[config.mk]
export PLATFORM = sky130hd
export DESIGN_NAME = rfoc_core
export DESIGN_NICKNAME = d
export VERILOG_FILES = /design/src/rtl/rfoc_pkg.sv /design/src/rtl/rfoc_core.sv /design/src/rtl/rfoc_contact_in.sv /design/src/rtl/rfoc_idle_timer.sv
export VERILOG_INCLUDE_DIRS = /design/src /design/src/rtl
export SDC_FILE = /design/constraint.sdc
export NUM_CORES = 1
export LEC_CHECK = 0
export ABC_AREA = 1
export BUFFER_PORTS_ARGS = -buffer_cell sky130_fd_sc_hd__buf_4
export CAP_MARGIN = 40
export CORE_MARGIN = 8
export CORE_UTILIZATION = 51
export DETAILED_ROUTE_END_ITERATION = 8
export GPL_ROUTABILITY_DRIVEN = 0
export PLACE_DENSITY = 0.77
export SLEW_MARGIN = 20
export SYNTH_ARGS = -nofsm -noshare
export SYNTH_HDL_FRONTEND = slang
export SYNTH_SLANG_ARGS = --single-unit
[constraint.sdc]
create_clock -name i_ref_clk -period 6.8 [get_ports i_ref_clk]
set_clock_uncertainty 0.1 [all_clocks]
set_input_delay 0 -clock i_ref_clk [delete_from_list [all_inputs] [get_ports i_ref_clk]]
set_output_delay 0 -clock i_ref_clk [all_outputs]
set_load 0.02 [all_outputs]
[src/rtl/rfoc_consts.svh]
`ifndef RFOC_CONSTS_SVH
`define RFOC_CONSTS_SVH

// Register byte offsets
`define RFOC_OFS_CTRL 8'h00
`define RFOC_OFS_MUTE 8'h04
`define RFOC_OFS_INCFG 8'h08
`define RFOC_OFS_GAIN 8'h0C
`define RFOC_OFS_STATUS 8'h10
`define RFOC_OFS_SWCMD 8'h14

// Control register fields
`define RFOC_CTRL_MAINT 0
`define RFOC_CTRL_PWRUP_LO 1
`define RFOC_CTRL_BUC 3

// Input config: three function bits per input, polarity bits from here up
`define RFOC_INCFG_POL_LO 16

// Status register fields
`define RFOC_ST_RFON 0
`define RFOC_ST_REASON_LO 1
`define RFOC_ST_SWITCH_LO 5
`define RFOC_ST_INHIBIT 8
`define RFOC_ST_GAINSCR 9
`define RFOC_ST_MUTESRC_LO 10

// Contact input functions
`define RFOC_FN_NONE 3'h0
`define RFOC_FN_INHIBIT 3'h1
`define RFOC_FN_MUTE 3'h2
`define RFOC_FN_UNMUTE 3'h3
`define RFOC_FN_TOGGLE 3'h4
`define RFOC_FN_MUTE_LO_UNMUTE_HI 3'h5

// Power-up behaviour codes
`define RFOC_PWRUP_MUTE 2'h0
`define RFOC_PWRUP_OPER 2'h1
`define RFOC_PWRUP_PREV 2'h2

// Gain: attenuation in 0.1 dB steps, 0 is maximum gain, 200 is -20.0 dB
`define RFOC_ATTEN_MAX 8'hC8
`define RFOC_ATTEN_RST 8'h00

// Reset values
`define RFOC_CTRL_RST 4'h0
`define RFOC_INFN_RST 12'h000
`define RFOC_INPOL_RST 4'h0

// Gain screen timeout: 5 s at 20 MHz
`define RFOC_GAIN_TMO_S 5
`define RFOC_CLK_HZ 20000000

// AXI responses
`define RFOC_RESP_OKAY 2'h0
`define RFOC_RESP_SLVERR 2'h2

`endif

[src/rtl/rfoc_pkg.sv]
package rfoc_pkg;

  // Off reasons as reported on status
  typedef enum logic [3:0] {
    RSN_OPERATING = 4'h0,
    RSN_INHIBIT = 4'h1,
    RSN_UPCONVERTER_UNLOCK_OFF = 4'h2,
    RSN_THERMAL_SHUTDOWN = 4'h3,
    RSN_INTERLOCK_BROKEN = 4'h4,
    RSN_FAST_SHUTOFF_SHORT = 4'h5,
    RSN_GATE_BIAS_FAILURE = 4'h6,
    RSN_OVERCURRENT_SHUTDOWN = 4'h7,
    RSN_MUTED_LOCAL = 4'h8,
    RSN_MUTED_BY_SERIAL = 4'h9,
    RSN_MUTED_BY_CONTACT_INPUT = 4'hA,
    RSN_OFF_NO_REASON = 4'hB
  } rfoc_reason_t;

  // Output path switch states
  typedef enum logic [2:0] {
    SW_ANTENNA = 3'h0,
    SW_LOAD_POSITION = 3'h1,
    SW_SWITCHING = 3'h2,
    SW_SWITCH_POWER_FAILED = 3'h3,
    SW_DISCONNECTED = 3'h4,
    SW_SWITCH_STATUS_UNREADABLE = 3'h5
  } rfoc_sw_t;

  // Who last set mute
  typedef enum logic [1:0] {
    SRC_LOCAL = 2'h0,
    SRC_SERIAL = 2'h1,
    SRC_CONTACT = 2'h2
  } rfoc_src_t;

  // Display screen, one-hot
  typedef enum logic [1:0] {
    SCR_PREVIOUS = 2'b01,
    SCR_GAIN = 2'b10
  } rfoc_scr_t;

  // Shutdown conditions from the amplifier
  typedef struct packed {
    logic upconverter_unlock;
    logic thermal_shutdown;
    logic interlock_broken;
    logic fast_shutoff_short;
    logic gate_bias_failure;
    logic overcurrent_shutdown;
  } rfoc_shut_t;

  // Raw output path switch sense lines
  typedef struct packed {
    logic hw_error;
    logic present;
    logic power_ok;
    logic at_antenna;
    logic at_load;
  } rfoc_sw_sense_t;

  // Local panel key pulses
  typedef struct packed {
    logic operate;
    logic mute;
    logic gain_up;
    logic gain_down;
    logic other_key;
  } rfoc_keys_t;

  // Contact input conditioner state
  typedef struct packed {
    logic pin;
    logic primed;
  } rfoc_cin_st_t;

  // Idle timer state
  typedef struct packed {
    logic [26:0] cnt;
  } rfoc_tmr_st_t;

  // Main block state
  typedef struct packed {
    logic init_done;
    logic maint;
    logic [1:0] pwrup;
    logic buc_fitted;
    logic [11:0] in_fn;
    logic [3:0] in_low;
    logic mute;
    rfoc_src_t mute_src;
    logic [7:0] atten;
    rfoc_scr_t scr;
    logic sw_load;
    logic inh_prev;
    logic amp_en;
    rfoc_reason_t reason;
    logic nv_wr;
    logic nv_mute;
    logic aw_held;
    logic [7:0] aw_addr;
    logic w_held;
    logic [31:0] w_data;
    logic [3:0] w_strb;
    logic bvalid;
    logic [1:0] bresp;
    logic rvalid;
    logic [1:0] rresp;
    logic [31:0] rdata;
  } rfoc_st_t;

endpackage

[src/rtl/rfoc_core.sv]
// Local design decisions: the placing of the registers and the AXI4-Lite slave port.
`timescale 1ns/100ps
`include "rfoc_consts.svh"

// Operation
// - Inhibit inputs have selectable active level
// - Any active inhibit holds amplifier off
// - Inhibits work in local and maintenance
// - Inhibits cleared: on unless muted or maintenance
// - Maintenance clear forces mute; local operate only
// - Inhibit contact de-energized while inhibited
// - Power-up: muted, operating or previous
// - Other off conditions override power-up choice
// - Restore-previous writes every mute change
// - Gain -20.0 to 0.0 dB, 0.1 steps
// - Increment at 0.0 dB leaves gain
// - First gain press opens screen; 5 s return
// - Switch status reported as six states
// - Switch commands from menu/serial, not contacts
// - RF status off when anything turns off
// - Off status carries its reason
// - Maintenance forced mute reports contact input
// - Fitted upconverter unlock turns amplifier off
// - RF-on indicator lit exactly when on
// - Default display: power if on, else reason
// - Mute contacts act on edges only
module rfoc_core #(
  parameter logic [26:0] GAIN_TMO_CYC = 27'(`RFOC_GAIN_TMO_S * `RFOC_CLK_HZ)
) (
  input wire logic i_ref_clk,
  input wire logic i_reset_n,
  input wire logic i_clk_en,
  // AXI4-Lite slave
  input wire logic [7:0] s_axi_awaddr,
  input wire logic s_axi_awvalid,
  output logic s_axi_awready,
  input wire logic [31:0] s_axi_wdata,
  input wire logic [3:0] s_axi_wstrb,
  input wire logic s_axi_wvalid,
  output logic s_axi_wready,
  output logic [1:0] s_axi_bresp,
  output logic s_axi_bvalid,
  input wire logic s_axi_bready,
  input wire logic [7:0] s_axi_araddr,
  input wire logic s_axi_arvalid,
  output logic s_axi_arready,
  output logic [31:0] s_axi_rdata,
  output logic [1:0] s_axi_rresp,
  output logic s_axi_rvalid,
  input wire logic s_axi_rready,
  // Parallel contact inputs
  input wire logic [3:0] i_contact_in,
  // Local panel keys, one-cycle pulses
  input wire rfoc_pkg::rfoc_keys_t i_keys,
  // Amplifier shutdown conditions
  input wire rfoc_pkg::rfoc_shut_t i_shut,
  // Output path switch sense
  input wire rfoc_pkg::rfoc_sw_sense_t i_sw_sense,
  // Nonvolatile settings seen at power-up
  input wire logic [1:0] i_nv_pwrup_mode,
  input wire logic i_nv_mute_prev,
  // Outputs
  output logic o_amp_enable,
  output logic o_rf_on_led,
  output logic o_mute_led,
  output logic o_inhibit_contact,
  output logic [3:0] o_off_reason,
  output logic o_show_power,
  output logic o_gain_screen,
  output logic [7:0] o_gain_atten,
  output logic o_switch_to_load,
  output logic o_nv_wr,
  output logic o_nv_mute
);

  rfoc_pkg::rfoc_st_t st_ff; // All block state
  rfoc_pkg::rfoc_st_t nxt_st; // Next block state

  logic [3:0] in_act; // Input at its active level
  logic [3:0] in_fall; // Input falling edges
  logic [3:0] in_rise; // Input rising edges
  logic gain_tmo; // Gain screen idle expiry
  logic any_inhibit; // Any inhibit input active
  logic any_shut; // Any shutdown condition
  rfoc_pkg::rfoc_sw_t sw_status; // Decoded switch status

  ////////////////////////////////////////////////////////////////////////
  // Contact input conditioners
  genvar gi;
  generate
    for (gi = 0; gi < 4; gi++) begin : g_cin
      rfoc_contact_in u_cin (
        .i_ref_clk(i_ref_clk),
        .i_reset_n(i_reset_n),
        .i_clk_en(i_clk_en),
        .i_pin(i_contact_in[gi]),
        .i_active_low(st_ff.in_low[gi]),
        .o_active(in_act[gi]),
        .o_fall(in_fall[gi]),
        .o_rise(in_rise[gi])
      );
    end
  endgenerate

  // Gain screen inactivity timer
  rfoc_idle_timer #(
    .LIMIT(GAIN_TMO_CYC)
  ) u_gain_tmr (
    .i_ref_clk(i_ref_clk),
    .i_reset_n(i_reset_n),
    .i_clk_en(i_clk_en),
    .i_run(st_ff.scr == rfoc_pkg::SCR_GAIN),
    .i_kick(i_keys.gain_up | i_keys.gain_down),
    .o_expired(gain_tmo)
  );

  ////////////////////////////////////////////////////////////////////////
  // Inhibit summary, level sensitive in every control mode
  always_comb begin
    any_inhibit = 1'b0;
    for (int i = 0; i < 4; i++) begin
      if (st_ff.in_fn[3*i +: 3] == `RFOC_FN_INHIBIT && in_act[i]) begin
        any_inhibit = 1'b1;
      end
    end
  end

  // Shutdowns; upconverter counts only when fitted
  assign any_shut = (i_shut.upconverter_unlock & st_ff.buc_fitted)
                  | i_shut.thermal_shutdown | i_shut.interlock_broken
                  | i_shut.fast_shutoff_short | i_shut.gate_bias_failure
                  | i_shut.overcurrent_shutdown;

  ////////////////////////////////////////////////////////////////////////
  // Switch status decode, error sense first
  always_comb begin
    if (i_sw_sense.hw_error) begin
      sw_status = rfoc_pkg::SW_SWITCH_STATUS_UNREADABLE;
    end else if (!i_sw_sense.present) begin
      sw_status = rfoc_pkg::SW_DISCONNECTED;
    end else if (!i_sw_sense.power_ok) begin
      sw_status = rfoc_pkg::SW_SWITCH_POWER_FAILED;
    end else if (i_sw_sense.at_antenna && !i_sw_sense.at_load) begin
      sw_status = rfoc_pkg::SW_ANTENNA;
    end else if (i_sw_sense.at_load && !i_sw_sense.at_antenna) begin
      sw_status = rfoc_pkg::SW_LOAD_POSITION;
    end else begin
      sw_status = rfoc_pkg::SW_SWITCHING;
    end
  end

  ////////////////////////////////////////////////////////////////////////
  // Register read view of a given address
  function automatic logic [31:0] rd_val(input logic [7:0] a, input rfoc_pkg::rfoc_st_t s,
                                         input rfoc_pkg::rfoc_sw_t sw, input logic inh);
    logic [31:0] v;
    v = 32'h0;
    case (a)
      `RFOC_OFS_CTRL: begin
        v[`RFOC_CTRL_MAINT] = s.maint;
        v[`RFOC_CTRL_PWRUP_LO +: 2] = s.pwrup;
        v[`RFOC_CTRL_BUC] = s.buc_fitted;
      end
      `RFOC_OFS_MUTE: v[0] = s.mute;
      `RFOC_OFS_INCFG: begin
        v[11:0] = s.in_fn;
        v[`RFOC_INCFG_POL_LO +: 4] = s.in_low;
      end
      `RFOC_OFS_GAIN: v[7:0] = s.atten;
      `RFOC_OFS_STATUS: begin
        v[`RFOC_ST_RFON] = s.amp_en;
        v[`RFOC_ST_REASON_LO +: 4] = s.reason;
        v[`RFOC_ST_SWITCH_LO +: 3] = sw;
        v[`RFOC_ST_INHIBIT] = inh;
        v[`RFOC_ST_GAINSCR] = (s.scr == rfoc_pkg::SCR_GAIN);
        v[`RFOC_ST_MUTESRC_LO +: 2] = s.mute_src;
      end
      `RFOC_OFS_SWCMD: v[0] = s.sw_load;
      default: v = 32'h0;
    endcase
    return v;
  endfunction

  // Decode of mapped addresses
  function automatic logic mapped(input logic [7:0] a);
    return a == `RFOC_OFS_CTRL || a == `RFOC_OFS_MUTE || a == `RFOC_OFS_INCFG
        || a == `RFOC_OFS_GAIN || a == `RFOC_OFS_STATUS || a == `RFOC_OFS_SWCMD;
  endfunction

  ////////////////////////////////////////////////////////////////////////
  // Next-state logic
  always_comb begin
    logic [31:0] wmask;
    logic [31:0] wv;
    logic do_wr;
    logic old_mute;
    logic [2:0] fn;
    wmask = {{8{st_ff.w_strb[3]}}, {8{st_ff.w_strb[2]}},
             {8{st_ff.w_strb[1]}}, {8{st_ff.w_strb[0]}}};
    wv = (rd_val(st_ff.aw_addr, st_ff, sw_status, any_inhibit) & ~wmask)
       | (st_ff.w_data & wmask);
    do_wr = st_ff.aw_held && st_ff.w_held && !st_ff.bvalid;
    old_mute = st_ff.mute;
    fn = 3'h0;
    nxt_st = st_ff;
    nxt_st.nv_wr = 1'b0;
    nxt_st.inh_prev = any_inhibit;

    // Bus: take address and data in either order
    if (s_axi_awvalid && s_axi_awready) begin
      nxt_st.aw_held = 1'b1;
      nxt_st.aw_addr = {s_axi_awaddr[7:2], 2'b00};
    end
    if (s_axi_wvalid && s_axi_wready) begin
      nxt_st.w_held = 1'b1;
      nxt_st.w_data = s_axi_wdata;
      nxt_st.w_strb = s_axi_wstrb;
    end
    if (st_ff.bvalid && s_axi_bready) begin
      nxt_st.bvalid = 1'b0;
    end
    if (st_ff.rvalid && s_axi_rready) begin
      nxt_st.rvalid = 1'b0;
    end
    if (s_axi_arvalid && s_axi_arready) begin
      nxt_st.rvalid = 1'b1;
      nxt_st.rdata = rd_val({s_axi_araddr[7:2], 2'b00}, st_ff, sw_status, any_inhibit);
      nxt_st.rresp = mapped({s_axi_araddr[7:2], 2'b00}) ? `RFOC_RESP_OKAY
                                                        : `RFOC_RESP_SLVERR;
    end

    // Power-up: apply stored choice once after reset
    if (!st_ff.init_done) begin
      nxt_st.init_done = 1'b1;
      nxt_st.pwrup = i_nv_pwrup_mode;
      nxt_st.mute_src = rfoc_pkg::SRC_LOCAL;
      case (i_nv_pwrup_mode)
        `RFOC_PWRUP_OPER: nxt_st.mute = 1'b0;
        `RFOC_PWRUP_PREV: nxt_st.mute = i_nv_mute_prev;
        default: nxt_st.mute = 1'b1;
      endcase
      old_mute = nxt_st.mute;
    end else begin
      // Contact mute functions, edge only, ignored in maintenance
      for (int i = 0; i < 4; i++) begin
        fn = st_ff.in_fn[3*i +: 3];
        if (!st_ff.maint) begin
          if ((fn == `RFOC_FN_MUTE || fn == `RFOC_FN_MUTE_LO_UNMUTE_HI) && in_fall[i]) begin
            nxt_st.mute = 1'b1;
            nxt_st.mute_src = rfoc_pkg::SRC_CONTACT;
          end else if (fn == `RFOC_FN_UNMUTE && in_fall[i]) begin
            nxt_st.mute = 1'b0;
          end else if (fn == `RFOC_FN_TOGGLE && in_fall[i]) begin
            nxt_st.mute = ~nxt_st.mute;
            nxt_st.mute_src = rfoc_pkg::SRC_CONTACT;
          end else if (fn == `RFOC_FN_MUTE_LO_UNMUTE_HI && in_rise[i]) begin
            nxt_st.mute = 1'b0;
          end
        end
      end

      // Inhibits cleared in maintenance: force mute
      if (st_ff.maint && st_ff.inh_prev && !any_inhibit) begin
        nxt_st.mute = 1'b1;
        nxt_st.mute_src = rfoc_pkg::SRC_CONTACT;
      end

      // Serial register writes
      if (do_wr) begin
        nxt_st.aw_held = 1'b0;
        nxt_st.w_held = 1'b0;
        nxt_st.bvalid = 1'b1;
        nxt_st.bresp = mapped(st_ff.aw_addr) ? `RFOC_RESP_OKAY : `RFOC_RESP_SLVERR;
        case (st_ff.aw_addr)
          `RFOC_OFS_CTRL: begin
            nxt_st.maint = wv[`RFOC_CTRL_MAINT];
            nxt_st.pwrup = wv[`RFOC_CTRL_PWRUP_LO +: 2];
            nxt_st.buc_fitted = wv[`RFOC_CTRL_BUC];
          end
          `RFOC_OFS_MUTE: begin
            if (!st_ff.maint) begin
              nxt_st.mute = wv[0];
              if (wv[0]) begin
                nxt_st.mute_src = rfoc_pkg::SRC_SERIAL;
              end
            end
          end
          `RFOC_OFS_INCFG: begin
            nxt_st.in_fn = wv[11:0];
            nxt_st.in_low = wv[`RFOC_INCFG_POL_LO +: 4];
          end
          `RFOC_OFS_GAIN: begin
            // Out-of-range request clamps to -20.0 dB
            nxt_st.atten = (wv[7:0] > `RFOC_ATTEN_MAX) ? `RFOC_ATTEN_MAX : wv[7:0];
          end
          `RFOC_OFS_SWCMD: nxt_st.sw_load = wv[0];
          default: nxt_st.bresp = `RFOC_RESP_SLVERR;
        endcase
      end

      // Local panel mute keys win over everything else
      if (i_keys.operate) begin
        nxt_st.mute = 1'b0;
      end else if (i_keys.mute) begin
        nxt_st.mute = 1'b1;
        nxt_st.mute_src = rfoc_pkg::SRC_LOCAL;
      end

      // Gain keys: first press opens screen, later presses step
      case (st_ff.scr)
        rfoc_pkg::SCR_PREVIOUS: begin
          if (i_keys.gain_up || i_keys.gain_down) begin
            nxt_st.scr = rfoc_pkg::SCR_GAIN;
          end
        end
        rfoc_pkg::SCR_GAIN: begin
          if (i_keys.other_key || i_keys.operate || i_keys.mute || gain_tmo) begin
            nxt_st.scr = rfoc_pkg::SCR_PREVIOUS;
          end else if (i_keys.gain_up) begin
            if (st_ff.atten != 8'h00) begin
              nxt_st.atten = st_ff.atten - 8'h01;
            end
          end else if (i_keys.gain_down) begin
            if (st_ff.atten != `RFOC_ATTEN_MAX) begin
              nxt_st.atten = st_ff.atten + 8'h01;
            end
          end
        end
        default: nxt_st.scr = rfoc_pkg::SCR_PREVIOUS;
      endcase
    end

    // Store mute changes when restoring previous state
    if (st_ff.init_done && nxt_st.pwrup == `RFOC_PWRUP_PREV && nxt_st.mute != old_mute) begin
      nxt_st.nv_wr = 1'b1;
      nxt_st.nv_mute = nxt_st.mute;
    end

    // Enable and reason, registered from current conditions
    nxt_st.amp_en = st_ff.init_done && !nxt_st.mute && !any_inhibit && !any_shut;
    if (any_inhibit) begin
      nxt_st.reason = rfoc_pkg::RSN_INHIBIT;
    end else if (i_shut.upconverter_unlock && st_ff.buc_fitted) begin
      nxt_st.reason = rfoc_pkg::RSN_UPCONVERTER_UNLOCK_OFF;
    end else if (i_shut.thermal_shutdown) begin
      nxt_st.reason = rfoc_pkg::RSN_THERMAL_SHUTDOWN;
    end else if (i_shut.interlock_broken) begin
      nxt_st.reason = rfoc_pkg::RSN_INTERLOCK_BROKEN;
    end else if (i_shut.fast_shutoff_short) begin
      nxt_st.reason = rfoc_pkg::RSN_FAST_SHUTOFF_SHORT;
    end else if (i_shut.gate_bias_failure) begin
      nxt_st.reason = rfoc_pkg::RSN_GATE_BIAS_FAILURE;
    end else if (i_shut.overcurrent_shutdown) begin
      nxt_st.reason = rfoc_pkg::RSN_OVERCURRENT_SHUTDOWN;
    end else if (nxt_st.mute) begin
      case (nxt_st.mute_src)
        rfoc_pkg::SRC_SERIAL: nxt_st.reason = rfoc_pkg::RSN_MUTED_BY_SERIAL;
        rfoc_pkg::SRC_CONTACT: nxt_st.reason = rfoc_pkg::RSN_MUTED_BY_CONTACT_INPUT;
        default: nxt_st.reason = rfoc_pkg::RSN_MUTED_LOCAL;
      endcase
    end else if (!nxt_st.amp_en) begin
      nxt_st.reason = rfoc_pkg::RSN_OFF_NO_REASON;
    end else begin
      nxt_st.reason = rfoc_pkg::RSN_OPERATING;
    end
  end

  ////////////////////////////////////////////////////////////////////////
  // State register, frozen while clock enable is low
  always_ff @(posedge i_ref_clk) begin
    if (!i_reset_n) begin
      st_ff <= '0;
      st_ff.in_fn <= `RFOC_INFN_RST;
      st_ff.in_low <= `RFOC_INPOL_RST;
      st_ff.mute <= 1'b1;
      st_ff.atten <= `RFOC_ATTEN_RST;
      st_ff.scr <= rfoc_pkg::SCR_PREVIOUS;
      st_ff.reason <= rfoc_pkg::RSN_MUTED_LOCAL;
    end else if (i_clk_en) begin
      st_ff <= nxt_st;
    end
  end

  ////////////////////////////////////////////////////////////////////////
  // Bus handshakes
  assign s_axi_awready = i_clk_en & st_ff.init_done & ~st_ff.aw_held & ~st_ff.bvalid;
  assign s_axi_wready = i_clk_en & st_ff.init_done & ~st_ff.w_held & ~st_ff.bvalid;
  assign s_axi_bvalid = st_ff.bvalid;
  assign s_axi_bresp = st_ff.bresp;
  assign s_axi_arready = i_clk_en & st_ff.init_done & ~st_ff.rvalid;
  assign s_axi_rvalid = st_ff.rvalid;
  assign s_axi_rdata = st_ff.rdata;
  assign s_axi_rresp = st_ff.rresp;

  ////////////////////////////////////////////////////////////////////////
  // Block outputs
  assign o_amp_enable = st_ff.amp_en;
  assign o_rf_on_led = st_ff.amp_en;
  assign o_show_power = st_ff.amp_en;
  assign o_off_reason = st_ff.reason;
  assign o_mute_led = st_ff.mute;
  assign o_inhibit_contact = ~st_ff.inh_prev;
  assign o_gain_screen = (st_ff.scr == rfoc_pkg::SCR_GAIN);
  assign o_gain_atten = st_ff.atten;
  assign o_switch_to_load = st_ff.sw_load;
  assign o_nv_wr = st_ff.nv_wr;
  assign o_nv_mute = st_ff.nv_mute;

endmodule

[src/rtl/rfoc_contact_in.sv]
`timescale 1ns/100ps
`include "rfoc_consts.svh"

module rfoc_contact_in (
  input wire logic i_ref_clk,
  input wire logic i_reset_n,
  input wire logic i_clk_en,
  input wire logic i_pin,
  input wire logic i_active_low,
  output logic o_active,
  output logic o_fall,
  output logic o_rise
);

  rfoc_pkg::rfoc_cin_st_t st_ff; // Previous pin level
  rfoc_pkg::rfoc_cin_st_t nxt_st;

  ////////////////////////////////////////////////////////////////////////
  // Next state: remember pin, prime after first sample
  always_comb begin
    nxt_st = st_ff;
    nxt_st.pin = i_pin;
    nxt_st.primed = 1'b1;
  end

  always_ff @(posedge i_ref_clk) begin
    if (!i_reset_n) begin
      st_ff <= '0;
    end else if (i_clk_en) begin
      st_ff <= nxt_st;
    end
  end

  ////////////////////////////////////////////////////////////////////////
  // Level with chosen polarity; edges only once primed
  assign o_active = i_pin ^ i_active_low;
  assign o_fall = i_clk_en & st_ff.primed & st_ff.pin & ~i_pin;
  assign o_rise = i_clk_en & st_ff.primed & ~st_ff.pin & i_pin;

endmodule

[src/rtl/rfoc_idle_timer.sv]
`timescale 1ns/100ps

module rfoc_idle_timer #(
  parameter logic [26:0] LIMIT = 27'h5F5E100
) (
  input wire logic i_ref_clk,
  input wire logic i_reset_n,
  input wire logic i_clk_en,
  input wire logic i_run,
  input wire logic i_kick,
  output logic o_expired
);

  rfoc_pkg::rfoc_tmr_st_t st_ff; // Idle cycle count
  rfoc_pkg::rfoc_tmr_st_t nxt_st;

  ////////////////////////////////////////////////////////////////////////
  // Count idle cycles while running, restart on any activity
  always_comb begin
    nxt_st = st_ff;
    if (!i_run || i_kick) begin
      nxt_st.cnt = '0;
    end else if (st_ff.cnt != LIMIT) begin
      nxt_st.cnt = st_ff.cnt + 27'h1;
    end
  end

  always_ff @(posedge i_ref_clk) begin
    if (!i_reset_n) begin
      st_ff <= '0;
    end else if (i_clk_en) begin
      st_ff <= nxt_st;
    end
  end

  // Expiry pulse, one enabled cycle
  assign o_expired = i_clk_en & i_run & ~i_kick & (st_ff.cnt == LIMIT - 27'h1);

endmodule

# After elaboration in Yosys (flattened, before gate mapping)
# Index checks and enable logic that the tools add are counted.
dict set report totals {
  out_inout_bits 62
  regBits 140
  memories 0
  ramBits 0
  in_bits 83
  rom_bits 0
  latch_bits 0
}
dict set report classes {
  n_shift 0
  multipliers 0
  n_bitwise 58
  n_eq_ne 43
  order_cmp 1
  n_reduce_logical 81
  addsub 3
  div_mod_pow 0
  n_mux 102
}
# cell count
set ops {}
lappend ops {{$mux 8} 8}
lappend ops {{$mux 3} 21}
lappend ops {{$mux 27} 2}
lappend ops {{$mux 4} 11}
lappend ops {{$and 20x20->20} 2}
lappend ops {{$mux 2} 20}
lappend ops {{$logic_and 1x1->1} 37}
lappend ops {{$mux 37} 1}
lappend ops {{$mux 35} 1}
lappend ops {{$mux 30} 1}
lappend ops {{$add 27x1->27 const B} 1}
lappend ops {{$eq 27x27->1 const B} 1}
lappend ops {{$ne 27x27->1 const B} 1}
lappend ops {{$and 1x1->1} 26}
lappend ops {{$eq 3x2->1 const B} 8}
lappend ops {{$eq 3x3->1 const B} 8}
lappend ops {{$eq 6x2->1 const B} 4}
lappend ops {{$eq 6x3->1 const B} 4}
lappend ops {{$mux 1} 24}
lappend ops {{$pmux 3 s4} 2}
lappend ops {{$pmux 4 s3} 2}
lappend ops {{$not 20->20} 1}
lappend ops {{$or 20x20->20} 1}
lappend ops {{$logic_or 1x1->1} 19}
lappend ops {{28 further kinds} 82}

# Longest topological paths before layout
dict set report logic_depth {
  word_depth 48
  ltp_mapped 28
  mapped_depth_nobuf 28
}

# Cells and area by module
# Synthesis repeated with hierarchy kept, for this count alone.
dict set report unflattened {
  cells_unflattened 1209
  area_unflattened_um2 7791.2
}
# mod seq_area_each_um2 cells_each area_each_um2 instances
set modules_own_cells {}
lappend modules_own_cells {rfoc_core 1801.7 826 5449.0 1}
lappend modules_own_cells {rfoc_idle_timer 540.5 331 1971.9 1}
lappend modules_own_cells {rfoc_contact_in 40.0 13 92.6 4}

# Worst setup path before layout
# Ideal clock, no wire load.
dict set report synth_timing {
  kind {register -> register}
  startpoint {register g_cin[2].u_cin.st_ff[0] (netlist bit)}
  endpoint {register st_ff, in the netlist o_off_reason[0]}
  path_slack_ps 4543
  period_less_slack_ps 2257
  n_path_buf 1
  arrival_ps 2035
  required_time_ps 6578
  setup_time_ps 122
  path_stages_with_launch 27
  path_cell_list {dfxtp_1 > nand2_2 > buf_6 > nor2_4 > nand2_1 > nand2_2 > inv_2 > nand3_2 > nand2_2 > inv_2 > nand2_2 > a21oi_2 > nand2_1 > a21oi_1 > nand2_1 > nand2_1 > nand2_2 > nand2_2 > nand2_2 > nand2_2 > nand3_1 > nand2_1 > nand2_1 > nand2_1 > nand2_1 > nand2_1 > a21oi_2}
}
dict set report synth_via {
  elab_chain_len 47
}
# element line_no
set synth_rtl {}
lappend synth_rtl {{start: declaration} rfoc_contact_in.sv:15} ;# rfoc_pkg::rfoc_cin_st_t st_ff;
lappend synth_rtl {{start signal: assignment} rfoc_contact_in.sv:30} ;# st_ff <= nxt_st;
lappend synth_rtl {{$and 1x1->1} {rfoc_contact_in.sv:37, rfoc_contact_in.sv:38}}
lappend synth_rtl {{$and 1x1->1 (2 in a row)} --}
lappend synth_rtl {{$logic_and 1x1->1} --}
lappend synth_rtl {{$mux 1 (3 in a row)} --}
lappend synth_rtl {{$mux 3 (3 in a row)} --}
lappend synth_rtl {{$mux 1 / $not 1->1 (equally long branches)} --}
lappend synth_rtl {{$mux 1 (2 in a row)} --}
lappend synth_rtl {{$mux 3 (3 in a row)} --}
lappend synth_rtl {{(+23 left out)} --}
lappend synth_rtl {{$mux 4 (*)} rfoc_core.sv:355} ;# end else if (nxt_st.mute) begin
lappend synth_rtl {{$mux 4 (*)} rfoc_core.sv:353} ;# end else if (i_shut.overcurrent_shutdown) begin
lappend synth_rtl {{$mux 4 (*)} rfoc_core.sv:351} ;# end else if (i_shut.gate_bias_failure) begin
lappend synth_rtl {{$mux 4 (*)} rfoc_core.sv:349} ;# end else if (i_shut.fast_shutoff_short) begin
lappend synth_rtl {{$mux 4 (*)} rfoc_core.sv:347} ;# end else if (i_shut.interlock_broken) begin
lappend synth_rtl {{$mux 4 (*)} rfoc_core.sv:345} ;# end else if (i_shut.thermal_shutdown) begin
lappend synth_rtl {{$mux 4 (*)} rfoc_core.sv:343} ;# end else if (i_shut.upconverter_unlock && st_ff.buc_fitted) begin
lappend synth_rtl {{$mux 4 (*)} rfoc_core.sv:341} ;# if (any_inhibit) begin
lappend synth_rtl {{end signal: assignment} rfoc_core.sv:380} ;# st_ff <= nxt_st;
lappend synth_rtl {{end: declaration} rfoc_core.sv:76} ;# rfoc_pkg::rfoc_st_t st_ff;
# Mark *: on every way between the ends. The rest lies on a longest branch, timed or not. The select of a mux whose other input is x is not followed.
# A chain may end at the register's enable or synchronous reset.

# Worst setup path after layout
dict set report layout_timing {
  startpoint {input port i_clk_en}
  endpoint {register st_ff, in the netlist o_off_reason[0]}
}
dict set report layout_via {
  elab_chain_len 47
}
# element line_no
set layout_rtl {}
lappend layout_rtl {{start: declaration} rfoc_core.sv:32} ;# input wire logic i_clk_en,
lappend layout_rtl {{$and 1x1->1} {rfoc_contact_in.sv:37, rfoc_contact_in.sv:38}}
lappend layout_rtl {{$and 1x1->1 (2 in a row)} rfoc_contact_in.sv:38} ;# assign o_rise = i_clk_en & st_ff.primed & ~st_ff.pin & i_pin;
lappend layout_rtl {{$logic_and 1x1->1} rfoc_core.sv:256} ;# end else if (fn == `RFOC_FN_MUTE_LO_UNMUTE_HI && in_rise[i]) begin
lappend layout_rtl {{$mux 1} rfoc_core.sv:256}
lappend layout_rtl {{$mux 1} rfoc_core.sv:253} ;# end else if (fn == `RFOC_FN_TOGGLE && in_fall[i]) begin
lappend layout_rtl {{$mux 1} rfoc_core.sv:251} ;# end else if (fn == `RFOC_FN_UNMUTE && in_fall[i]) begin
lappend layout_rtl {{$mux 3} rfoc_core.sv:248} ;# if ((fn == `RFOC_FN_MUTE || fn == `RFOC_FN_MUTE_LO_UNMUTE_HI) && in_fall[i]) begin
lappend layout_rtl {{$mux 3} rfoc_core.sv:247} ;# if (!st_ff.maint) begin
lappend layout_rtl {{(+30 left out)} --}
lappend layout_rtl {{$mux 4} rfoc_core.sv:355}
lappend layout_rtl {{$mux 4} rfoc_core.sv:353}
lappend layout_rtl {{$mux 4} rfoc_core.sv:351}
lappend layout_rtl {{$mux 4} rfoc_core.sv:349}
lappend layout_rtl {{$mux 4} rfoc_core.sv:347}
lappend layout_rtl {{$mux 4} rfoc_core.sv:345}
lappend layout_rtl {{$mux 4} rfoc_core.sv:343}
lappend layout_rtl {{$mux 4} rfoc_core.sv:341}
# Several ways; a longest one is shown, not always the timed one. The select of a mux whose other input is x is not followed.

==> impl_metrics.yaml <==
yosys:
  synth_top_area_share_pct: 34.1
  synth_area_sq_um: 7100
  synth_area_leaders: "dfxtp_1, nand2_1, a21oi_1, inv_1, o21ai_0"
  yosys_warnings: 0
  ys_types: 49
  synth_top_area_cell: "dfxtp_1"
  ys_ff_latch: 121
  netlist_instances: 1078
  seq_area_frac_synth_pct: 34.1
  syn-mean-instance-area_sq_um: 6.59
finish:
  multiInputGateArea_sq_um: 3640
  antenna_cells: 0
  drive_gt1_share_pct: 14.0
  fillCellCount: 1127
  area_delta_synth_final_pct: 30.4
  final_cell_mix: "nand2_1, inv_1, a21oi_1, dfxtp_1, buf_4"
  layout_commonest_cell: "nand2_1"
  fin_nets: 1322
  regArea_sq_um: 2420
  fin_util_pct: 67.5
floorplan:
  die_area_sq_um: 18000
  io_pins: 145
  initial_core_util_pct: 51.8
  std_cell_rows: 43
  fp.dieH_um: 134
  die_x_um: 134
  core_region_area_sq_um: 13700
global_route:
  grt_max_degree: 43
  grt_overflow_total: 0
  grt_usage_pct: 26.5
  grt_pass1_wl_mm: 38.6
  grt_antenna_before_repair: 0
  grt_pass1_vias: 7831
critical_path:
  max_stage_delay_ns: 0.60
  crit_chain: "dlygate4sd3_1 > buf_4 > nand2_2 > nor3_1 > o21ai_0 > nand2_1 > o41ai_1 > nand2_1 > nand2_1 > nand2_1 > nor2_1 > nand3_1 > nand3_1 > nand2_1 > nand2_1 > nand2_1 > nand2_1 > nand2_1 > dlygate4sd3_1 > a21oi_2 > dlygate4sd3_1"
  crit_path_end_kind: "flip-flop"
  cp_num_buf_inv: 4
  path_class: "input pin to flip-flop"
  worst_setup_path_start_kind: "input pin"
  cpMostUsedCell: "nand2_1"
  cp_max_fo: 20
  arrival_ns: 4.50
  cp.required_ns: 7.07
  slowest_stage: "o41ai_1"
  critPathTopFamily: "buffers and inverters"
cts:
  clkLatencyLatePin_ns: 0.43
  cts_tree: "done"
  h-tree-depth: 4
  root_buffer: "clkbuf_16"
  hold_buffers: 90
  cts_num_sinks: 121
  clockBufferDepth: 2
  cts_resized: 0
  cts-buffers-inserted: 17
  clkTransAtPathRegs_ns: 0.06
  post_cts.repair.setup_buffers: 0
sta:
  post-route-period-util_pct: 62.3
  worst_pin_slew_ns: 0.798
  setup_violations: 0
  grt_setup_unrepaired: "no"
  timing.final.ws_setup_ns: 2.57
  tns_ns: 0
  period_minus_slack_ns: 4.23
  slew_violations: 0
  hold_viol: 0
  fmax_ghz: 0.236
  max_slew_margin_pct: 46.5
route:
  detail_route.vias_per_cell: 5.66
  drtIter0Drc: 882
  wirelength_mm: 23.7
  dr.pass1.iters: 6
  via_count: 8079
  avgRoutedWirePerCell_um: 16.6
  drc: 0
  ant_nets: 0
run:
  drv_cap: 0
power:
  leakagePower_uw: 0.00374
  peakVddDrop_v: 0.000219
  p_total_uw: 1950
  p_per_area_nw_per_um2: 211
hold_path:
  min_path_type: "input pin to flip-flop"
placed_design:
  port_buffers: 105
  place_ws_ns: 3.82
  dpl.hpwl_mm: 15.4
run_status:
  status: "complete, no violations"
-- logic make-up after synthesis --
group | after synthesis | synth area share, %
xor+xnor | 4 | 0.493
flops | 121 | 34.1
compound gates | 290 | 23.1
fa+ha+maj | 5 | 0.881
simple gates | 417 | 25.8
buf+inv | 240 | 15.5
other cells | 1 | 0.0528
-- metrics by stage --
step | instances | hold slack, ns | instance area [sq um]
floorplan | 1095 | 0.0644 | 7170
finish | 1427 | 0.0191 | 9260
CTS | 1427 | 0.00228 | 9260
global route | 1427 | 0.0356 | 9260
global placement | 1304 | 0.172 | 7710
detailed placement | 1305 | 0.179 | 7720
-- state kept, by name, indices dropped and copies added, names as in the netlist, 4 cells and up --
| signal | cells |
|---|---|
| g_cin.u_cin.st_ff | 5 |
| o_gain_atten | 8 |
| s_axi_rdata | 16 |
| u_gain_tmr.st_ff | 27 |
| st_ff | 52 |
| o_off_reason | 4 |
-- report_power, final --
part | internal [uW] | leakage [uW] | switching (uW) | total, uW
clock network | 641 | 0.000301 | 336 | 977
registers | 724 | 0.000981 | 14.2 | 739
logic | 98.3 | 0.00246 | 138 | 237
total | 1460 | 0.00374 | 488 | 1950
-- metal layers --
layer | up-vias | GRT usage (%) | wire (um)
met1 | 3666 | 31.5 | 9400
met5 | - | 0 | 0
met4 | 0 | 12.5 | 865
met3 | 78 | 7.11 | 2380
met2 | 463 | 43.5 | 11100
li1 | 3872 | - | -
-- cell usage after synthesis, drive strengths merged --
| library cell | instances |
|---|---|
| o21ai | 102 |
| conb | 1 |
| and3 | 1 |
| a32oi | 1 |
| o21bai | 1 |
| and2 | 1 |
| nor3b | 1 |
| a22oi | 5 |
| o41ai | 4 |
| xor2 | 3 |
| nand3 | 64 |
| inv | 159 |
| a311oi | 1 |
| nand4 | 12 |
| a31oi | 6 |
| a21oi | 125 |
| buf | 54 |
| nor3 | 32 |
| nand2 | 211 |
| o31ai | 1 |
| nor4 | 8 |
| or2 | 3 |
| or3 | 1 |
| or4 | 1 |
| o2111ai | 4 |
| o2bb2ai | 2 |
| o221ai | 12 |
| a211oi | 2 |
| a221oi | 5 |
| dfxtp | 121 |
| nor2 | 82 |
| o22ai | 11 |
| xnor2 | 1 |
| ha | 5 |
| o211ai | 8 |
| clkinv | 2 |
| clkbuf | 25 |
-- worst paths after layout --
path | start | to | slack, ns | cells after the start
worst max-delay path | i_clk_en | o_off_reason[0] | 2.57 | 21
worst min-delay path | i_keys[1] | u_gain_tmr.st_ff[0] | 0.02 | 6
worst max register to register | g_cin[2].u_cin.st_ff[0] | o_off_reason[0] | 2.60 | 19
worst min register to register | st_ff[46] | st_ff[46] | 0.35 | 2
-- tightest hold or removal path, cell delays in order --
cell     delay, ns
buf_4         0.09
nor2_1        0.08
inv_2         0.07
nor2_1        0.11
nand2_1       0.09
a21oi_1       0.05
-- final cells by class --
type,count,area share (%)
clock inverters,11,1.82
repair buffers,199,18.6
clock buffers,21,5.08
multi-input cells,734,39.3
inverters,161,6.53
flip-flops and latches,121,26.2
well taps,180,2.43
No activity file was read; power rests on OpenSTA's default activity.
